### src/hdl/scr_params.svh
`ifndef SCR_PARAMS_SVH
`define SCR_PARAMS_SVH

`define SCR_OFF_CTRL     8'h00
`define SCR_OFF_STATUS   8'h04
`define SCR_OFF_INSTR    8'h08
`define SCR_OFF_ORIGIN   8'h0C
`define SCR_OFF_TARGET   8'h10
`define SCR_OFF_TALLY    8'h14

`define SCR_CTRL_START   0
`define SCR_ST_BUSY      0
`define SCR_ST_SUSP      1
`define SCR_ST_ERR       2
`define SCR_ST_DONE      3
`define SCR_ST_FLAGS     8

`define SCR_OP_BW_TOP    7'h5D
`define SCR_OP_LONG_TOP  8'hB9
`define SCR_OP_TAIL      4'h6
`define SCR_OP2_TOP      4'h0
`define SCR_NIBBLE_ZERO  4'h0

`define SCR_STEP_BYTE    32'h0000_0001
`define SCR_STEP_WORD    32'h0000_0002
`define SCR_STEP_LONG    32'h0000_0004

`define SCR_RST_WORD     32'h0000_0000
`define SCR_RST_TALLY    16'h0000
`define SCR_TALLY_ONE    16'h0001
`define SCR_RESP_OKAY    2'h0
`define SCR_RESP_SLVERR  2'h2

`endif

### src/hdl/scr_pkg.sv
`default_nettype none
package scr_pkg;
    typedef enum logic [1:0] {
        SZ_BYTE = 2'h0,
        SZ_WORD = 2'h1,
        SZ_LONG = 2'h2
    } scr_size_t;

    typedef enum logic [3:0] {
        ST_IDLE   = 4'b0001,
        ST_RD_TGT = 4'b0010,
        ST_RD_ORG = 4'b0100,
        ST_EXEC   = 4'b1000
    } scr_state_t;

    // c borrow, z match, s negative, v count done
    typedef struct packed {
        logic c;
        logic z;
        logic s;
        logic v;
    } scr_flags_t;

    typedef struct packed {
        logic c;
        logic z;
        logic s;
        logic v;
    } scr_alu_t;

    typedef struct packed {
        logic      rd;
        logic [31:0] addr;
        scr_size_t size;
    } scr_mem_req_t;
endpackage
`default_nettype wire

### src/hdl/scr_compare.sv
`default_nettype none
module scr_compare (
    input  wire logic [31:0]       target_elem,
    input  wire logic [31:0]       origin_elem,
    input  wire scr_pkg::scr_size_t size,
    input  wire logic [3:0]        test_field,
    output logic                   match,
    output scr_pkg::scr_alu_t      alu
);
    import scr_pkg::*;

    logic [31:0] a;
    logic [31:0] b;
    logic [32:0] diff;
    logic        lt;
    logic        ule;

    // element sits in the top bits so one subtractor serves every size
    always_comb begin
        case (size)
            SZ_BYTE: begin
                a = {target_elem[7:0], 24'h00_0000};
                b = {origin_elem[7:0], 24'h00_0000};
            end
            SZ_WORD: begin
                a = {target_elem[15:0], 16'h0000};
                b = {origin_elem[15:0], 16'h0000};
            end
            default: begin
                a = target_elem;
                b = origin_elem;
            end
        endcase
        diff  = {1'b0, a} - {1'b0, b};
        alu.c = diff[32];
        alu.s = diff[31];
        alu.z = (diff[31:0] == 32'h0000_0000);
        alu.v = (a[31] ^ b[31]) & (diff[31] ^ a[31]);
        lt    = alu.s ^ alu.v;
        ule   = alu.c | alu.z;
        unique case (test_field)
            4'h0: match = 1'b0;
            4'h1: match = lt;
            4'h2: match = lt | alu.z;
            4'h3: match = ule;
            4'h4: match = alu.v;
            4'h5: match = alu.s;
            4'h6: match = alu.z;
            4'h7: match = alu.c;
            4'h8: match = 1'b1;
            4'h9: match = ~lt;
            4'hA: match = ~(lt | alu.z);
            4'hB: match = ~ule;
            4'hC: match = ~alu.v;
            4'hD: match = ~alu.s;
            4'hE: match = ~alu.z;
            4'hF: match = ~alu.c;
        endcase
    end
endmodule
`default_nettype wire

### src/hdl/scr_string_compare_repeat.sv
// Overview of operation
// - repeat step until condition or tally zero
// - advance both pointers by 1, 2, 4
// - subtract origin element from target, no writeback
// - match_flag set when condition holds, else cleared
// - word tally decremented once per step
// - tally of one gives exactly one compare
// - borrow_flag set on carry out, else clear
// - negative_flag follows sign of last result
// - count_done_flag set when tally reaches zero
`include "scr_params.svh"
`default_nettype none
module scr_string_compare_repeat (
    input  wire logic                clock,
    input  wire logic                reset_n,
    input  wire logic                clk_en,
    input  wire logic                irq_req,
    input  wire logic [7:0]          s_axi_awaddr,
    input  wire logic                s_axi_awvalid,
    output logic                     s_axi_awready,
    input  wire logic [31:0]         s_axi_wdata,
    input  wire logic [3:0]          s_axi_wstrb,
    input  wire logic                s_axi_wvalid,
    output logic                     s_axi_wready,
    output logic [1:0]               s_axi_bresp,
    output logic                     s_axi_bvalid,
    input  wire logic                s_axi_bready,
    input  wire logic [7:0]          s_axi_araddr,
    input  wire logic                s_axi_arvalid,
    output logic                     s_axi_arready,
    output logic [31:0]              s_axi_rdata,
    output logic [1:0]               s_axi_rresp,
    output logic                     s_axi_rvalid,
    input  wire logic                s_axi_rready,
    output scr_pkg::scr_mem_req_t    mem_req,
    input  wire logic [31:0]         mem_rdata,
    input  wire logic                mem_rvalid,
    output logic                     busy
);
    import scr_pkg::*;

    scr_state_t   state_r;
    scr_mem_req_t mem_req_r;
    scr_flags_t   flags_r;
    scr_alu_t     alu;
    scr_size_t    size_r;
    scr_size_t    dec_size;
    logic [31:0]  instr_r;
    logic [31:0]  origin_r;
    logic [31:0]  target_r;
    logic [15:0]  tally_r;
    logic [31:0]  tgt_data_r;
    logic [31:0]  org_data_r;
    logic [31:0]  step;
    logic [31:0]  wmask;
    logic [7:0]   aw_addr_r;
    logic [31:0]  wdata_r;
    logic [3:0]   wstrb_r;
    logic [3:0]   test_r;
    logic         aw_got_r;
    logic         w_got_r;
    logic         wr_fire;
    logic         wr_hit;
    logic         start_wr;
    logic         dec_ok;
    logic         match;
    logic         exec;
    logic         last_step;
    logic         busy_r;
    logic         susp_r;
    logic         err_r;
    logic         done_r;

    assign wr_fire   = aw_got_r && w_got_r && !s_axi_bvalid;
    assign wmask     = {{8{wstrb_r[3]}}, {8{wstrb_r[2]}}, {8{wstrb_r[1]}}, {8{wstrb_r[0]}}};
    assign wr_hit    = wr_fire && !busy_r;
    assign start_wr  = wr_hit && aw_addr_r[7:2] == `SCR_OFF_CTRL >> 2
                       && wstrb_r[0] && wdata_r[`SCR_CTRL_START];
    assign exec      = clk_en && state_r == ST_EXEC;
    assign last_step = match || tally_r == `SCR_TALLY_ONE;
    assign busy      = busy_r;
    assign mem_req   = mem_req_r;

    // instruction decode; register nibbles are only checked, the pointers live here
    always_comb begin
        dec_ok = (instr_r[15:9] == `SCR_OP_BW_TOP || instr_r[15:8] == `SCR_OP_LONG_TOP)
                 && instr_r[7:4] != `SCR_NIBBLE_ZERO && instr_r[3:0] == `SCR_OP_TAIL
                 && instr_r[31:28] == `SCR_OP2_TOP && instr_r[23:20] != `SCR_NIBBLE_ZERO;
        if (instr_r[15:8] == `SCR_OP_LONG_TOP) begin
            dec_size = SZ_LONG;
        end else if (instr_r[8]) begin
            dec_size = SZ_WORD;
        end else begin
            dec_size = SZ_BYTE;
        end
        unique case (size_r)
            SZ_BYTE: step = `SCR_STEP_BYTE;
            SZ_WORD: step = `SCR_STEP_WORD;
            SZ_LONG: step = `SCR_STEP_LONG;
            default: step = `SCR_STEP_BYTE;
        endcase
    end

    scr_compare u_compare (
        .target_elem (tgt_data_r),
        .origin_elem (org_data_r),
        .size        (size_r),
        .test_field  (test_r),
        .match       (match),
        .alu         (alu)
    );

    // write channel: address and data taken in either order
    always_ff @(posedge clock or negedge reset_n) begin
        if (!reset_n) begin
            aw_got_r      <= 1'b0;
            w_got_r       <= 1'b0;
            s_axi_awready <= 1'b1;
            s_axi_wready  <= 1'b1;
            s_axi_bvalid  <= 1'b0;
            s_axi_bresp   <= `SCR_RESP_OKAY;
            aw_addr_r     <= 8'h00;
            wdata_r       <= `SCR_RST_WORD;
            wstrb_r       <= 4'h0;
        end else if (clk_en) begin
            if (s_axi_awvalid && s_axi_awready) begin
                aw_got_r      <= 1'b1;
                s_axi_awready <= 1'b0;
                aw_addr_r     <= s_axi_awaddr;
            end
            if (s_axi_wvalid && s_axi_wready) begin
                w_got_r      <= 1'b1;
                s_axi_wready <= 1'b0;
                wdata_r      <= s_axi_wdata;
                wstrb_r      <= s_axi_wstrb;
            end
            if (wr_fire) begin
                aw_got_r      <= 1'b0;
                w_got_r       <= 1'b0;
                s_axi_bvalid  <= 1'b1;
                s_axi_bresp   <= (aw_addr_r[7:2] <= `SCR_OFF_TALLY >> 2 && aw_addr_r[7:2] != `SCR_OFF_STATUS >> 2)
                                 ? `SCR_RESP_OKAY : `SCR_RESP_SLVERR;
            end else if (s_axi_bvalid && s_axi_bready) begin
                s_axi_bvalid  <= 1'b0;
                s_axi_awready <= 1'b1;
                s_axi_wready  <= 1'b1;
            end
        end
    end

    // read channel
    always_ff @(posedge clock or negedge reset_n) begin
        if (!reset_n) begin
            s_axi_arready <= 1'b1;
            s_axi_rvalid  <= 1'b0;
            s_axi_rdata   <= `SCR_RST_WORD;
            s_axi_rresp   <= `SCR_RESP_OKAY;
        end else if (clk_en) begin
            if (s_axi_arvalid && s_axi_arready) begin
                s_axi_arready <= 1'b0;
                s_axi_rvalid  <= 1'b1;
                s_axi_rresp   <= `SCR_RESP_OKAY;
                unique case ({s_axi_araddr[7:2], 2'b00})
                    `SCR_OFF_CTRL:   s_axi_rdata <= `SCR_RST_WORD;
                    `SCR_OFF_STATUS: s_axi_rdata <= {20'h0_0000, flags_r, 4'h0, done_r, err_r, susp_r, busy_r};
                    `SCR_OFF_INSTR:  s_axi_rdata <= instr_r;
                    `SCR_OFF_ORIGIN: s_axi_rdata <= origin_r;
                    `SCR_OFF_TARGET: s_axi_rdata <= target_r;
                    `SCR_OFF_TALLY:  s_axi_rdata <= {16'h0000, tally_r};
                    default: begin
                        s_axi_rdata <= `SCR_RST_WORD;
                        s_axi_rresp <= `SCR_RESP_SLVERR;
                    end
                endcase
            end else if (s_axi_rvalid && s_axi_rready) begin
                s_axi_rvalid  <= 1'b0;
                s_axi_arready <= 1'b1;
            end
        end
    end

    always_ff @(posedge clock or negedge reset_n) begin
        if (!reset_n) begin
            instr_r <= `SCR_RST_WORD;
        end else if (clk_en && wr_hit && {aw_addr_r[7:2], 2'b00} == `SCR_OFF_INSTR) begin
            instr_r <= (instr_r & ~wmask) | (wdata_r & wmask);
        end
    end

    // pointers and tally stay put after a stop, so a restart resumes at the next element
    always_ff @(posedge clock or negedge reset_n) begin
        if (!reset_n) begin
            origin_r <= `SCR_RST_WORD;
            target_r <= `SCR_RST_WORD;
            tally_r  <= `SCR_RST_TALLY;
        end else if (exec) begin
            origin_r <= origin_r + step;
            target_r <= target_r + step;
            tally_r  <= tally_r - `SCR_TALLY_ONE;
        end else if (clk_en && wr_hit) begin
            if ({aw_addr_r[7:2], 2'b00} == `SCR_OFF_ORIGIN) origin_r <= (origin_r & ~wmask) | (wdata_r & wmask);
            if ({aw_addr_r[7:2], 2'b00} == `SCR_OFF_TARGET) target_r <= (target_r & ~wmask) | (wdata_r & wmask);
            if ({aw_addr_r[7:2], 2'b00} == `SCR_OFF_TALLY)
                tally_r <= (tally_r & ~wmask[15:0]) | (wdata_r[15:0] & wmask[15:0]);
        end
    end

    always_ff @(posedge clock or negedge reset_n) begin
        if (!reset_n) begin
            flags_r <= '0;
        end else if (exec) begin
            flags_r.c <= alu.c;
            flags_r.z <= match;
            flags_r.s <= alu.s;
            flags_r.v <= tally_r == `SCR_TALLY_ONE;
        end
    end

    // sequencer: two element reads, then one compare step
    always_ff @(posedge clock or negedge reset_n) begin
        if (!reset_n) begin
            state_r    <= ST_IDLE;
            mem_req_r  <= '0;
            tgt_data_r <= `SCR_RST_WORD;
            org_data_r <= `SCR_RST_WORD;
            size_r     <= SZ_BYTE;
            test_r     <= 4'h0;
            busy_r     <= 1'b0;
            susp_r     <= 1'b0;
            err_r      <= 1'b0;
            done_r     <= 1'b0;
        end else if (clk_en) begin
            unique case (state_r)
                ST_IDLE: if (start_wr) begin
                    err_r  <= !dec_ok;
                    susp_r <= 1'b0;
                    done_r <= 1'b0;
                    if (dec_ok) begin
                        state_r <= ST_RD_TGT;
                        busy_r  <= 1'b1;
                        size_r  <= dec_size;
                        test_r  <= instr_r[19:16];
                    end
                end
                ST_RD_TGT: if (!mem_req_r.rd) begin
                    mem_req_r <= '{rd: 1'b1, addr: target_r, size: size_r};
                end else if (mem_rvalid) begin
                    mem_req_r.rd <= 1'b0;
                    tgt_data_r   <= mem_rdata;
                    state_r      <= ST_RD_ORG;
                end
                ST_RD_ORG: if (!mem_req_r.rd) begin
                    mem_req_r <= '{rd: 1'b1, addr: origin_r, size: size_r};
                end else if (mem_rvalid) begin
                    mem_req_r.rd <= 1'b0;
                    org_data_r   <= mem_rdata;
                    state_r      <= ST_EXEC;
                end
                ST_EXEC: begin
                    if (last_step) begin
                        state_r <= ST_IDLE;
                        busy_r  <= 1'b0;
                        done_r  <= 1'b1;
                    end else if (irq_req) begin
                        state_r <= ST_IDLE;
                        busy_r  <= 1'b0;
                        susp_r  <= 1'b1;
                    end else begin
                        state_r <= ST_RD_TGT;
                    end
                end
            endcase
        end
    end

    logic [7:0] diff8;
    assign diff8 = tgt_data_r[7:0] - org_data_r[7:0];
endmodule
`default_nettype wire

### config.mk
export PLATFORM = sky130hd
export DESIGN_NAME = scr_string_compare_repeat
export DESIGN_NICKNAME = d
export VERILOG_FILES = /design/src/hdl/scr_pkg.sv /design/src/hdl/scr_compare.sv /design/src/hdl/scr_string_compare_repeat.sv
export VERILOG_INCLUDE_DIRS = /design/src /design/src/hdl
export SDC_FILE = /design/constraint.sdc
export NUM_CORES = 1
export LEC_CHECK = 0
export BUFFER_PORTS_ARGS = -buffer_cell sky130_fd_sc_hd__buf_2
export CORE_ASPECT_RATIO = 1.5
export CORE_MARGIN = 2
export CORE_UTILIZATION = 40
export CTS_CLUSTER_DIAMETER = 120
export CTS_CLUSTER_SIZE = 10
export DETAILED_ROUTE_END_ITERATION = 7
export HOLD_SLACK_MARGIN = 0.15
export PLACE_DENSITY = 0.6
export SLEW_MARGIN = 20
export SYNTH_ARGS = -nofsm -noshare
export SYNTH_HDL_FRONTEND = slang
export SYNTH_SLANG_ARGS = --single-unit
### constraint.sdc
create_clock -name clock -period 10.22 [get_ports clock]
set_input_delay 1.533 -clock clock [delete_from_list [all_inputs] [get_ports clock]]
set_output_delay 1.533 -clock clock [all_outputs]
set_load 0.01 [all_outputs]
==> impl_metrics.ini, run 1 <==
[grt]
antenna_found_initial = 0
grt_pass1_wl_um = 91800
grt_max_degree = 132
grt_pass1_vias = 15600
grtUsageTotal_pct = 25.6
grt_overflow = 0

[worst_setup_path]
crit_fanout = 49
cp_common_cell = nor2_1
critPathMaxStageDelay_ps = 980
crit_family = simple AND/OR/NAND/NOR gates
required_ps = 10650
slowest_stage = dfrtp_1
arrival_ps = 8380
critPathLaunch = size_r[1]$_DFFE_PN0P_
end_kind = flop
cp-start-kind = flop
rr_startpoint = size_r[1]$_DFFE_PN0P_
crit_type = flop to flop
crit_buf_inv = 2

[layout]
final_util_pct = 45.6
fin_nets = 2130
area_growth_pct = 13.2
fin_area_um2 = 20300
diodes = 0
layout-drive-gt1-share_pct = 20.6

[drt]
routed_wirelength_um = 59300
ant_nets = 0
drc = 0
drt-initial-drc-count = 1149
firstDrtPassIters = 6
vias = 15500
vias_per_cell = 6.01
avgRoutedWirePerCell_um = 23.0

[timing]
finalCritPeriodShare_pct = 77.8
fin_skew_ps = 34.0
tightest_slew_ps = 1040
setup_viol = 0
fin_tns_setup_ps = 0
fmax_ghz = 0.126
drv_slew = 0
finalHoldViolCount = 0
hold-worst-slack_ps = 469
relSlewSlack_pct = 30.2
rsz0062_at_grt = false
min_period_ps = 7950

[yosys]
synth_edf_count = 0
ys_warn_count = 0
yosysSeqAreaShare_pct = 43.6
synth_seq_cells = 312
syn_area_um2 = 17900
postSynthCellCount = 1873
async_flop_share_pct = 100
ys.flop_type = dfrtp_1
yosysUniqueCellTypes = 82
synth.avg_cell_area_um2 = 9.56

[cts]
clockBufferDepth = 3
postCtsSetupBuffers = 0
cts_buffers = 37
ctsRootBufferMaster = clkbuf_16
tritoncts = built
clkTransAtPathRegs_ps = 60
cts_resized = 0
clk_latency_ps = 550
h-tree-depth = 2
cts_sinks = 312
holdBufCountCts = 0

[placed_design]
dpl_cell_area_um2 = 19300
gp_congestion = 0.954
dp_hpwl_um = 43800
numPortBuffers = 164

[power]
irDropWorstVdd_mv = 0.115
p_leak_uw = 0.00906
power_density_nw_per_um2 = 224

[hold_path]
hold_start = mem_req[14]$_DFFE_PN0P_
holdCritPathClass = flop to flop

[floorplanning]
fp.dieW_um = 177
num_rows = 95
core-area_um2 = 44500
start_util_pct = 40.3
die_area_um2 = 46500
ios = 171
die_h_um = 263

[status]
status = complete, no violations

[run]
max_cap_viol_count = 0
cell type report:
cell class                 instances  area (um^2)
sequential                       312         7810
tap                              582          728
fill                            4278        24200
timing repair buffer             186         1010
inverter                          42          158
multi-input combinational       1409         9550
clock inverter                     2         25.0
clock buffer                      45          977
Yosys cell counts (5+ instances only):
master / number / area share (%)
dfrtp_1: 308 / 43
nand2_1: 209 / 4.4
o21ai_0: 176 / 4.9
mux2_2: 143 / 9.0
a21oi_1: 131 / 3.7
nor2_1: 93 / 1.9
clkbuf_1: 90 / 1.9
nand3_1: 54 / 1.5
mux2i_1: 50 / 2.8
ha_1: 44 / 3.1
a22oi_1: 43 / 1.8
inv_1: 42 / 0.88
a22o_1: 39 / 1.9
o22ai_1: 29 / 1.0
nand4_1: 28 / 0.98
and2_1: 26 / 0.91
xnor2_1: 26 / 1.3
nor3_1: 24 / 0.67
and3_1: 21 / 0.73
nand2b_1: 21 / 0.73
a21o_1: 15 / 0.63
a31oi_1: 15 / 0.52
nor3b_1: 14 / 0.59
o211ai_1: 14 / 0.59
xor2_1: 14 / 0.68
a41oi_1: 13 / 0.64
buf_2: 10 / 0.28
nor4_1: 10 / 0.35
o31a_1: 10 / 0.49
a221oi_1: 8 / 0.39
buf_1: 8 / 0.17
nor2b_1: 8 / 0.28
o21ai_1: 8 / 0.22
or3_1: 8 / 0.28
o21a_1: 7 / 0.29
a211oi_1: 6 / 0.25
a21boi_0: 6 / 0.25
a21oi_2: 5 / 0.24
a311oi_1: 5 / 0.24
a32oi_1: 5 / 0.24
and4_1: 5 / 0.24
nand3b_1: 5 / 0.21
nand4b_1: 5 / 0.24
routing by layer:
metal | GRT usage (%) | vias up | share of wire [%]
met5 | 0 | - | 0
li1 | - | 7118 | -
met3 | 3.25 | 191 | 4.7
met2 | 44.7 | 582 | 50
met1 | 28.7 | 7601 | 37
met4 | 17.7 | 0 | 8.1
path summary, 6_finish.rpt:
path	to	slack, ps	depth (start not counted)
setup reg to reg	done_r$_DFFE_PN0P_	2270	26
hold reg to reg	mem_req[14]$_DFFE_PN0P_	470	2
setup / recovery	done_r$_DFFE_PN0P_	2270	26
max in group asynchronous	s_axi_rdata[20]$_DFFE_PN0P_	6960	3
hold / removal	mem_req[14]$_DFFE_PN0P_	470	2
min in group asynchronous	tgt_data_r[19]$_DFFE_PN0P_	1090	1
worst register-to-register path, delay by kind of cell (launching register included):
family	cells	cell delay (ps)
and+or+nand+nor	11	2950
AOI/OAI and AO/OA	10	2150
adders and majority gates	3	1280
DFF	1	980
buffers and inverters	2	500
cell usage in the layout, fill, tap and decap left out, types with 6 or more instances in the layout:
cell / Yosys / layout
o211ai_1: 14 / 14
nand3_1: 54 / 52
and2_1: 26 / 26
a21boi_0: 6 / 6
nor2_1: 93 / 92
o22ai_1: 29 / 29
o31a_1: 10 / 10
and3_1: 21 / 21
a22o_1: 39 / 39
o21ai_0: 176 / 176
o21ai_1: 8 / 8
mux2_2: 143 / 143
buf_4: 2 / 21
mux2i_1: 50 / 50
a41oi_1: 13 / 13
a21o_1: 15 / 15
a221oi_1: 8 / 8
nor3_1: 24 / 24
ha_1: 44 / 44
xor2_1: 14 / 14
xnor2_1: 26 / 26
nor2b_1: 8 / 8
or3_1: 8 / 7
buf_2: 10 / 163
nand2b_1: 21 / 21
inv_1: 42 / 42
nor4_1: 10 / 10
dfrtp_1: 308 / 308
nand2_1: 209 / 208
nor3b_1: 14 / 11
a211oi_1: 6 / 6
a31oi_1: 15 / 15
clkbuf_16: 0 / 38
clkbuf_1: 90 / 7
a22oi_1: 43 / 43
a21oi_1: 131 / 131
nand4_1: 28 / 28
o21a_1: 7 / 7
report_power, final:
group	total [uW]	internal [uW]	switching, uW
Combinational	1360	625	732
Sequential	2010	1570	436
Clock	1180	667	516
per-stage QoR:
step / cells / power, uW / worst slack [ps]
detailed placement: 2531 / 3360 / 2390
floorplan: 1874 / 2820 / 4540
CTS: 2578 / 4570 / 2380
finish: 2578 / 4540 / 2270
global route: 2578 / 4820 / 1830
global placement: 2531 / 3330 / 2570
logic make-up after synthesis:
| kind of cell | count (synthesis) | synth area share (%) |
|---|---|---|
| flip-flops | 312 | 43.6 |
| AO/OA/AOI/OAI | 581 | 20.9 |
| other | 1 | 0.0209 |
| AND/OR/NAND/NOR | 545 | 14.8 |
| adder cells (fa/ha/maj) | 48 | 3.52 |
| multiplexers | 193 | 11.8 |
| XOR/XNOR | 40 | 1.96 |
| buffers and inverters | 153 | 3.36 |
No activity file was read; power rests on OpenSTA's default activity.
==> run 2, diff against run 1 <==
PLACE_DENSITY = 0.62   (was 0.6)
clock period = 7.1 ns   (was 10.22 ns; I/O delays follow)
==> run 2 against run 1 <==
Utilization up 0.28 points. Final area rose by 0.62%. Highest routed layer unchanged. Clock power increased by 44%. Critical path depth rose by 2. Register-to-register slack worse by 1600 ps. Largest power group unchanged. Critical endpoint unchanged. Worst setup slack lost 1600 ps. Via count grew 0.82%. Sequential cell count unchanged. Power increased by 45%.
==> impl_metrics.ini, run 2 (synthesized netlist as in run 1, its figures left out) <==
[status]
status = complete, no violations

[worst_setup_path]
critPathLaunch = size_r[1]$_DFFE_PN0P_
rr_startpoint = size_r[1]$_DFFE_PN0P_
cp_common_cell = nor2_1
critPathMaxStageDelay_ps = 540
arrival_ps = 6870
slowest_stage = fa_1
cp-start-kind = flop
required_ps = 7530
crit_fanout = 30
critPathCapture = done_r$_DFFE_PN0P_
r2r-end = done_r$_DFFE_PN0P_
crit_type = flop to flop
regToRegSetupSlack_ps = 660
end_kind = flop
reg2reg_depth = 28

[cts]
clk_latency_ps = 540
holdBufCountCts = 0
clkTransAtPathRegs_ps = 60
h-tree-depth = 2
ctsRootBufferMaster = clkbuf_16
tritoncts = built
postCtsSetupBuffers = 0
cts_buffers = 37
cts_resized = 0
clockBufferDepth = 3
cts_sinks = 312

[drt]
ant_nets = 0
routed_wirelength_um = 60800
drt-initial-drc-count = 1232
drc = 0
vias_per_cell = 6.02
vias = 15600
avgRoutedWirePerCell_um = 23.5
firstDrtPassIters = 6

[floorplanning]
num_rows = 95
start_util_pct = 40.3
die_h_um = 263
fp.dieW_um = 177
die_area_um2 = 46500
core-area_um2 = 44500
ios = 171

[placed_design]
dp_slack_ps = 616
gp_congestion = 0.985
numPortBuffers = 164
dp_hpwl_um = 45500

[timing]
finalHoldViolCount = 0
fin_tns_setup_ps = 0
finalCritPeriodShare_pct = 90.7
drv_slew = 0
min_period_ps = 6440
fmax_ghz = 0.155
rsz0062_at_grt = false
tightest_slew_ps = 1010
fin_ws_ps = 662
fin_skew_ps = 30.4
setup_viol = 0
relSlewSlack_pct = 32.3

[layout]
layout-drive-gt1-share_pct = 21.3
diodes = 0
layout_commonest_cell = dfrtp_1
mostFrequentLayoutCells = 308 x dfrtp_1, 208 x nand2_1, 176 x o21ai_0
nFillCells = 4325
area_growth_pct = 13.9
fin_nets = 2146

[power]
irDropWorstVdd_mv = 0.212
power_density_nw_per_um2 = 323
p_leak_uw = 0.00913

[grt]
grt_pass1_wl_um = 92900
grtUsageTotal_pct = 26.0
grt_overflow = 0
grt_max_degree = 166
antenna_found_initial = 0
grt_pass1_vias = 15800

[run]
max_cap_viol_count = 0

[hold_path]
holdCritPathClass = flop to flop
## run 2: changes by cell type in the layout (fill, tap and decap cells not counted), sizes merged
cell / delta
buf: +16
## run 2: area by class of cell
class | instances | area [um^2] | area share, %
clock buffers | 45 | 977 | 4.79
clock inverters | 2 | 25.0 | 0.123
inverters | 42 | 158 | 0.773
multi-input cells | 1409 | 9560 | 46.9
flip-flops and latches | 312 | 7810 | 38.3
well taps | 582 | 728 | 3.57
repair buffers | 202 | 1130 | 5.55
## run 2: worst min path at each step
stage | cells past startpoint | slack (ps) | to | startpoint
after floorplan | 2 | 450 | flags_r[1]$_DFFE_PN0P_ | flags_r[1]$_DFFE_PN0P_
after global placement | 2 | 450 | s_axi_awready$_DFFE_PN1P_ | s_axi_awready$_DFFE_PN1P_
after detailed placement | 2 | 470 | mem_req[5]$_DFFE_PN0P_ | mem_req[5]$_DFFE_PN0P_
after CTS | 2 | 470 | s_axi_awready$_DFFE_PN1P_ | s_axi_awready$_DFFE_PN1P_
after global routing | 2 | 500 | s_axi_awready$_DFFE_PN1P_ | s_axi_awready$_DFFE_PN1P_
final | 2 | 470 | s_axi_awready$_DFFE_PN1P_ | s_axi_awready$_DFFE_PN1P_
## run 2: power by group
| group | switching, uW | internal, uW | leakage [uW] |
|---|---|---|---|
| Combinational | 1070 | 920 | 0.00458 |
| Clock | 742 | 959 | 0.000488 |
| Sequential | 636 | 2260 | 0.00407 |
## run 2: routing by layer
| layer | vias up | part of all wire [%] | wire (um) | global-route usage (%) |
|---|---|---|---|---|
| met5 | - | 0 | 0 | 0 |
| met4 | 0 | 8.2 | 4990 | 18.7 |
| met3 | 186 | 4.4 | 2700 | 3.19 |
| met2 | 549 | 51 | 31200 | 46.2 |
| met1 | 7721 | 36 | 21900 | 28.2 |
| li1 | 7163 | - | - | - |
## run 2: worst max-delay path, delay by kind of cell, from the launching register on
kind | cells | cell delay, ps
simple gates | 11 | 2040
buf+inv | 4 | 830
fa+ha+maj | 3 | 1220
flops | 1 | 370
compound gates | 10 | 1860
## run 2: metrics by stage
step / area (um^2) / utilization (%) / hold slack (ps) / power [uW] / cells
final: 20400 / 45.9 / 471 / 6590 / 2594
after global routing: 20400 / 45.9 / 496 / 6950 / 2594
after CTS: 20400 / 45.8 / 473 / 6620 / 2594
after detailed placement: 19400 / 43.6 / 465 / 4890 / 2547
after global placement: 19400 / 43.6 / 454 / 4840 / 2547
after floorplan: 17900 / - / 446 / 4060 / 1874
==> run 3, diff against run 2 <==
CORE_ASPECT_RATIO = 0.6   (was 1.5)
==> run 3 against run 2 <==
Maximum frequency fell by 1.5%. Via count is 1.7% higher. Clock skew about the same. Combinational power down 2%. Non-clock buffer count is 12 lower. Critical endpoint unchanged. Largest cell class unchanged. Count of clock-buffer cells in the layout down 2. Sequential share of layout area increased by 0.22 points. Power is 0.48% higher. Clock power about the same.
==> impl_metrics.ini, run 3 (synthesized netlist as in run 1, its figures left out) <==
[power]
sequentialPowerShare_pct = 44.5
switchingPower_uw = 2520
clkPwrFrac_pct = 25.9
power_density_nw_per_um2 = 326
switching_share_pct = 38.1
irDropWorstVdd_mv = 0.157
p_leak_uw = 0.00907
comb_power_share_pct = 29.5
p_int_uw = 4100

[placed_design]
dp_slack_ps = 514
gp_congestion = 0.988
numPortBuffers = 164
dp_hpwl_um = 45600

[timing]
fin_tns_setup_ps = 0
fmax_ghz = 0.153
min_period_ps = 6540
tightest_slew_ps = 1080
finalHoldViolCount = 0
rsz0062_at_grt = false
fin_skew_ps = 30.1
fin_ws_ps = 562
drv_slew = 0
relSlewSlack_pct = 27.5
finalCritPeriodShare_pct = 92.1
setup_viol = 0

[drt]
drt-initial-drc-count = 2068
firstDrtPassIters = 7
avgRoutedWirePerCell_um = 23.8
routed_wirelength_um = 61500
vias = 15900
vias_per_cell = 6.16
drc = 0
ant_nets = 0

[floorplanning]
start_util_pct = 40.9
num_rows = 59
ios = 171
core-area_um2 = 43800
die_area_um2 = 46500
die_h_um = 168
fp.dieW_um = 277

[grt]
grtUsageTotal_pct = 26.1
antenna_found_initial = 3
grt_pass1_wl_um = 93500
grt_pass1_vias = 14900
grt_overflow = 0
grt_max_degree = 124

[layout]
final_util_pct = 46.3
diodes = 0
fin_nets = 2134
nFillCells = 4190
layout-drive-gt1-share_pct = 20.8
area_growth_pct = 13.2
layout_commonest_cell = dfrtp_1
mostFrequentLayoutCells = 308 x dfrtp_1, 208 x nand2_1, 176 x o21ai_0

[cts]
clk_latency_ps = 550
cts_sinks = 312
clockBufferDepth = 3
h-tree-depth = 2
cts_buffers = 37
clkTransAtPathRegs_ps = 60
ctsRootBufferMaster = clkbuf_16
postCtsSetupBuffers = 0
tritoncts = built

[worst_setup_path]
end_kind = flop
crit_fanout = 22
critPathMaxStageDelay_ps = 550
required_ps = 7530
arrival_ps = 6970
r2r-end = done_r$_DFFE_PN0P_
rr_startpoint = size_r[1]$_DFFE_PN0P_
cp-start-kind = flop
critPathLaunch = size_r[1]$_DFFE_PN0P_
cp_common_cell = nor2_1
slowest_stage = fa_1
regToRegSetupSlack_ps = 560
reg2reg_depth = 26
crit_type = flop to flop

[hold_path]
hold_end = mem_req[23]$_DFFE_PN0P_
holdCritPathClass = flop to flop
hold_start = mem_req[23]$_DFFE_PN0P_
hold_depth = 2

[run]
max_cap_viol_count = 0

[status]
status = complete, no violations
-- run 3: changes by cell type in the layout (fill, tap and decap cells not counted), sizes merged --
cell,previous run,this run
clkbuf,45,43
inv,43,46
buf,202,190
clkinv,1,0
-- run 3: cell type report --
| cell class | instances | area [um^2] | share of cell area, % |
|---|---|---|---|
| tap | 579 | 724 | 3.57 |
| sequential | 312 | 7810 | 38.5 |
| timing repair buffer | 190 | 1040 | 5.12 |
| clock inverter | 4 | 46.3 | 0.228 |
| clock buffer | 43 | 948 | 4.68 |
| multi-input combinational | 1409 | 9550 | 47.1 |
| inverter | 42 | 158 | 0.778 |
-- run 3: how the worst max path moves through the flow --
stage                     cells after the start            endpoint  slack [ps]
after floorplan                              27  done_r$_DFFE_PN0P_        1420
after global placement                       24  done_r$_DFFE_PN0P_         620
after detailed placement                     24  done_r$_DFFE_PN0P_         510
after CTS                                    24  done_r$_DFFE_PN0P_         490
after global routing                         25  done_r$_DFFE_PN0P_         220
final                                        26  done_r$_DFFE_PN0P_         560
-- run 3: power by group through the flow --
stage | combinational (uW) | clock, uW | sequential (uW)
global route | 2160 | 1830 | 2990
global placement | 1870 | 0 | 2920
detailed placement | 1920 | 0 | 2930
floorplan | 1450 | 0 | 2610
CTS | 1930 | 1750 | 2910
finish | 1950 | 1720 | 2950
-- run 3: repair_timing --
| action | 4_1_cts | 5_1_grt |
|---|---|---|
| gates resized for setup | 0 | 1 |
| setup endpoints to repair | 0 | 5 |
| hold buffers | 0 | 0 |
-- run 3: worst max-delay path: cells and delay by family, from the launching register on --
kind | cells | cell delay (ps)
DFF | 1 | 370
adders and majority gates | 3 | 1480
AOI/OAI and AO/OA | 11 | 2060
and+or+nand+nor | 10 | 2020
buffers and inverters | 2 | 470
-- run 3: per-stage QoR --
step | hold slack, ps | power (uW) | instances | cell area, um^2
6_report | 473 | 6620 | 2579 | 20300
5_1_grt | 497 | 6980 | 2579 | 20300
4_1_cts | 478 | 6580 | 2579 | 20300
3_5_place_dp | 466 | 4850 | 2532 | 19300
3_3_place_gp | 457 | 4790 | 2532 | 19300
2_1_floorplan | 446 | 4060 | 1874 | 17900
-- run 3: routing by layer --
layer  routed length, um  global-route usage (%)  vias up
met5                 103                    1.13        -
met3                7830                    9.66       70
met4                 855                    4.30        6
met2               21700                    31.1      782
li1                    -                       -     7142
met1               31000                    42.9     7890
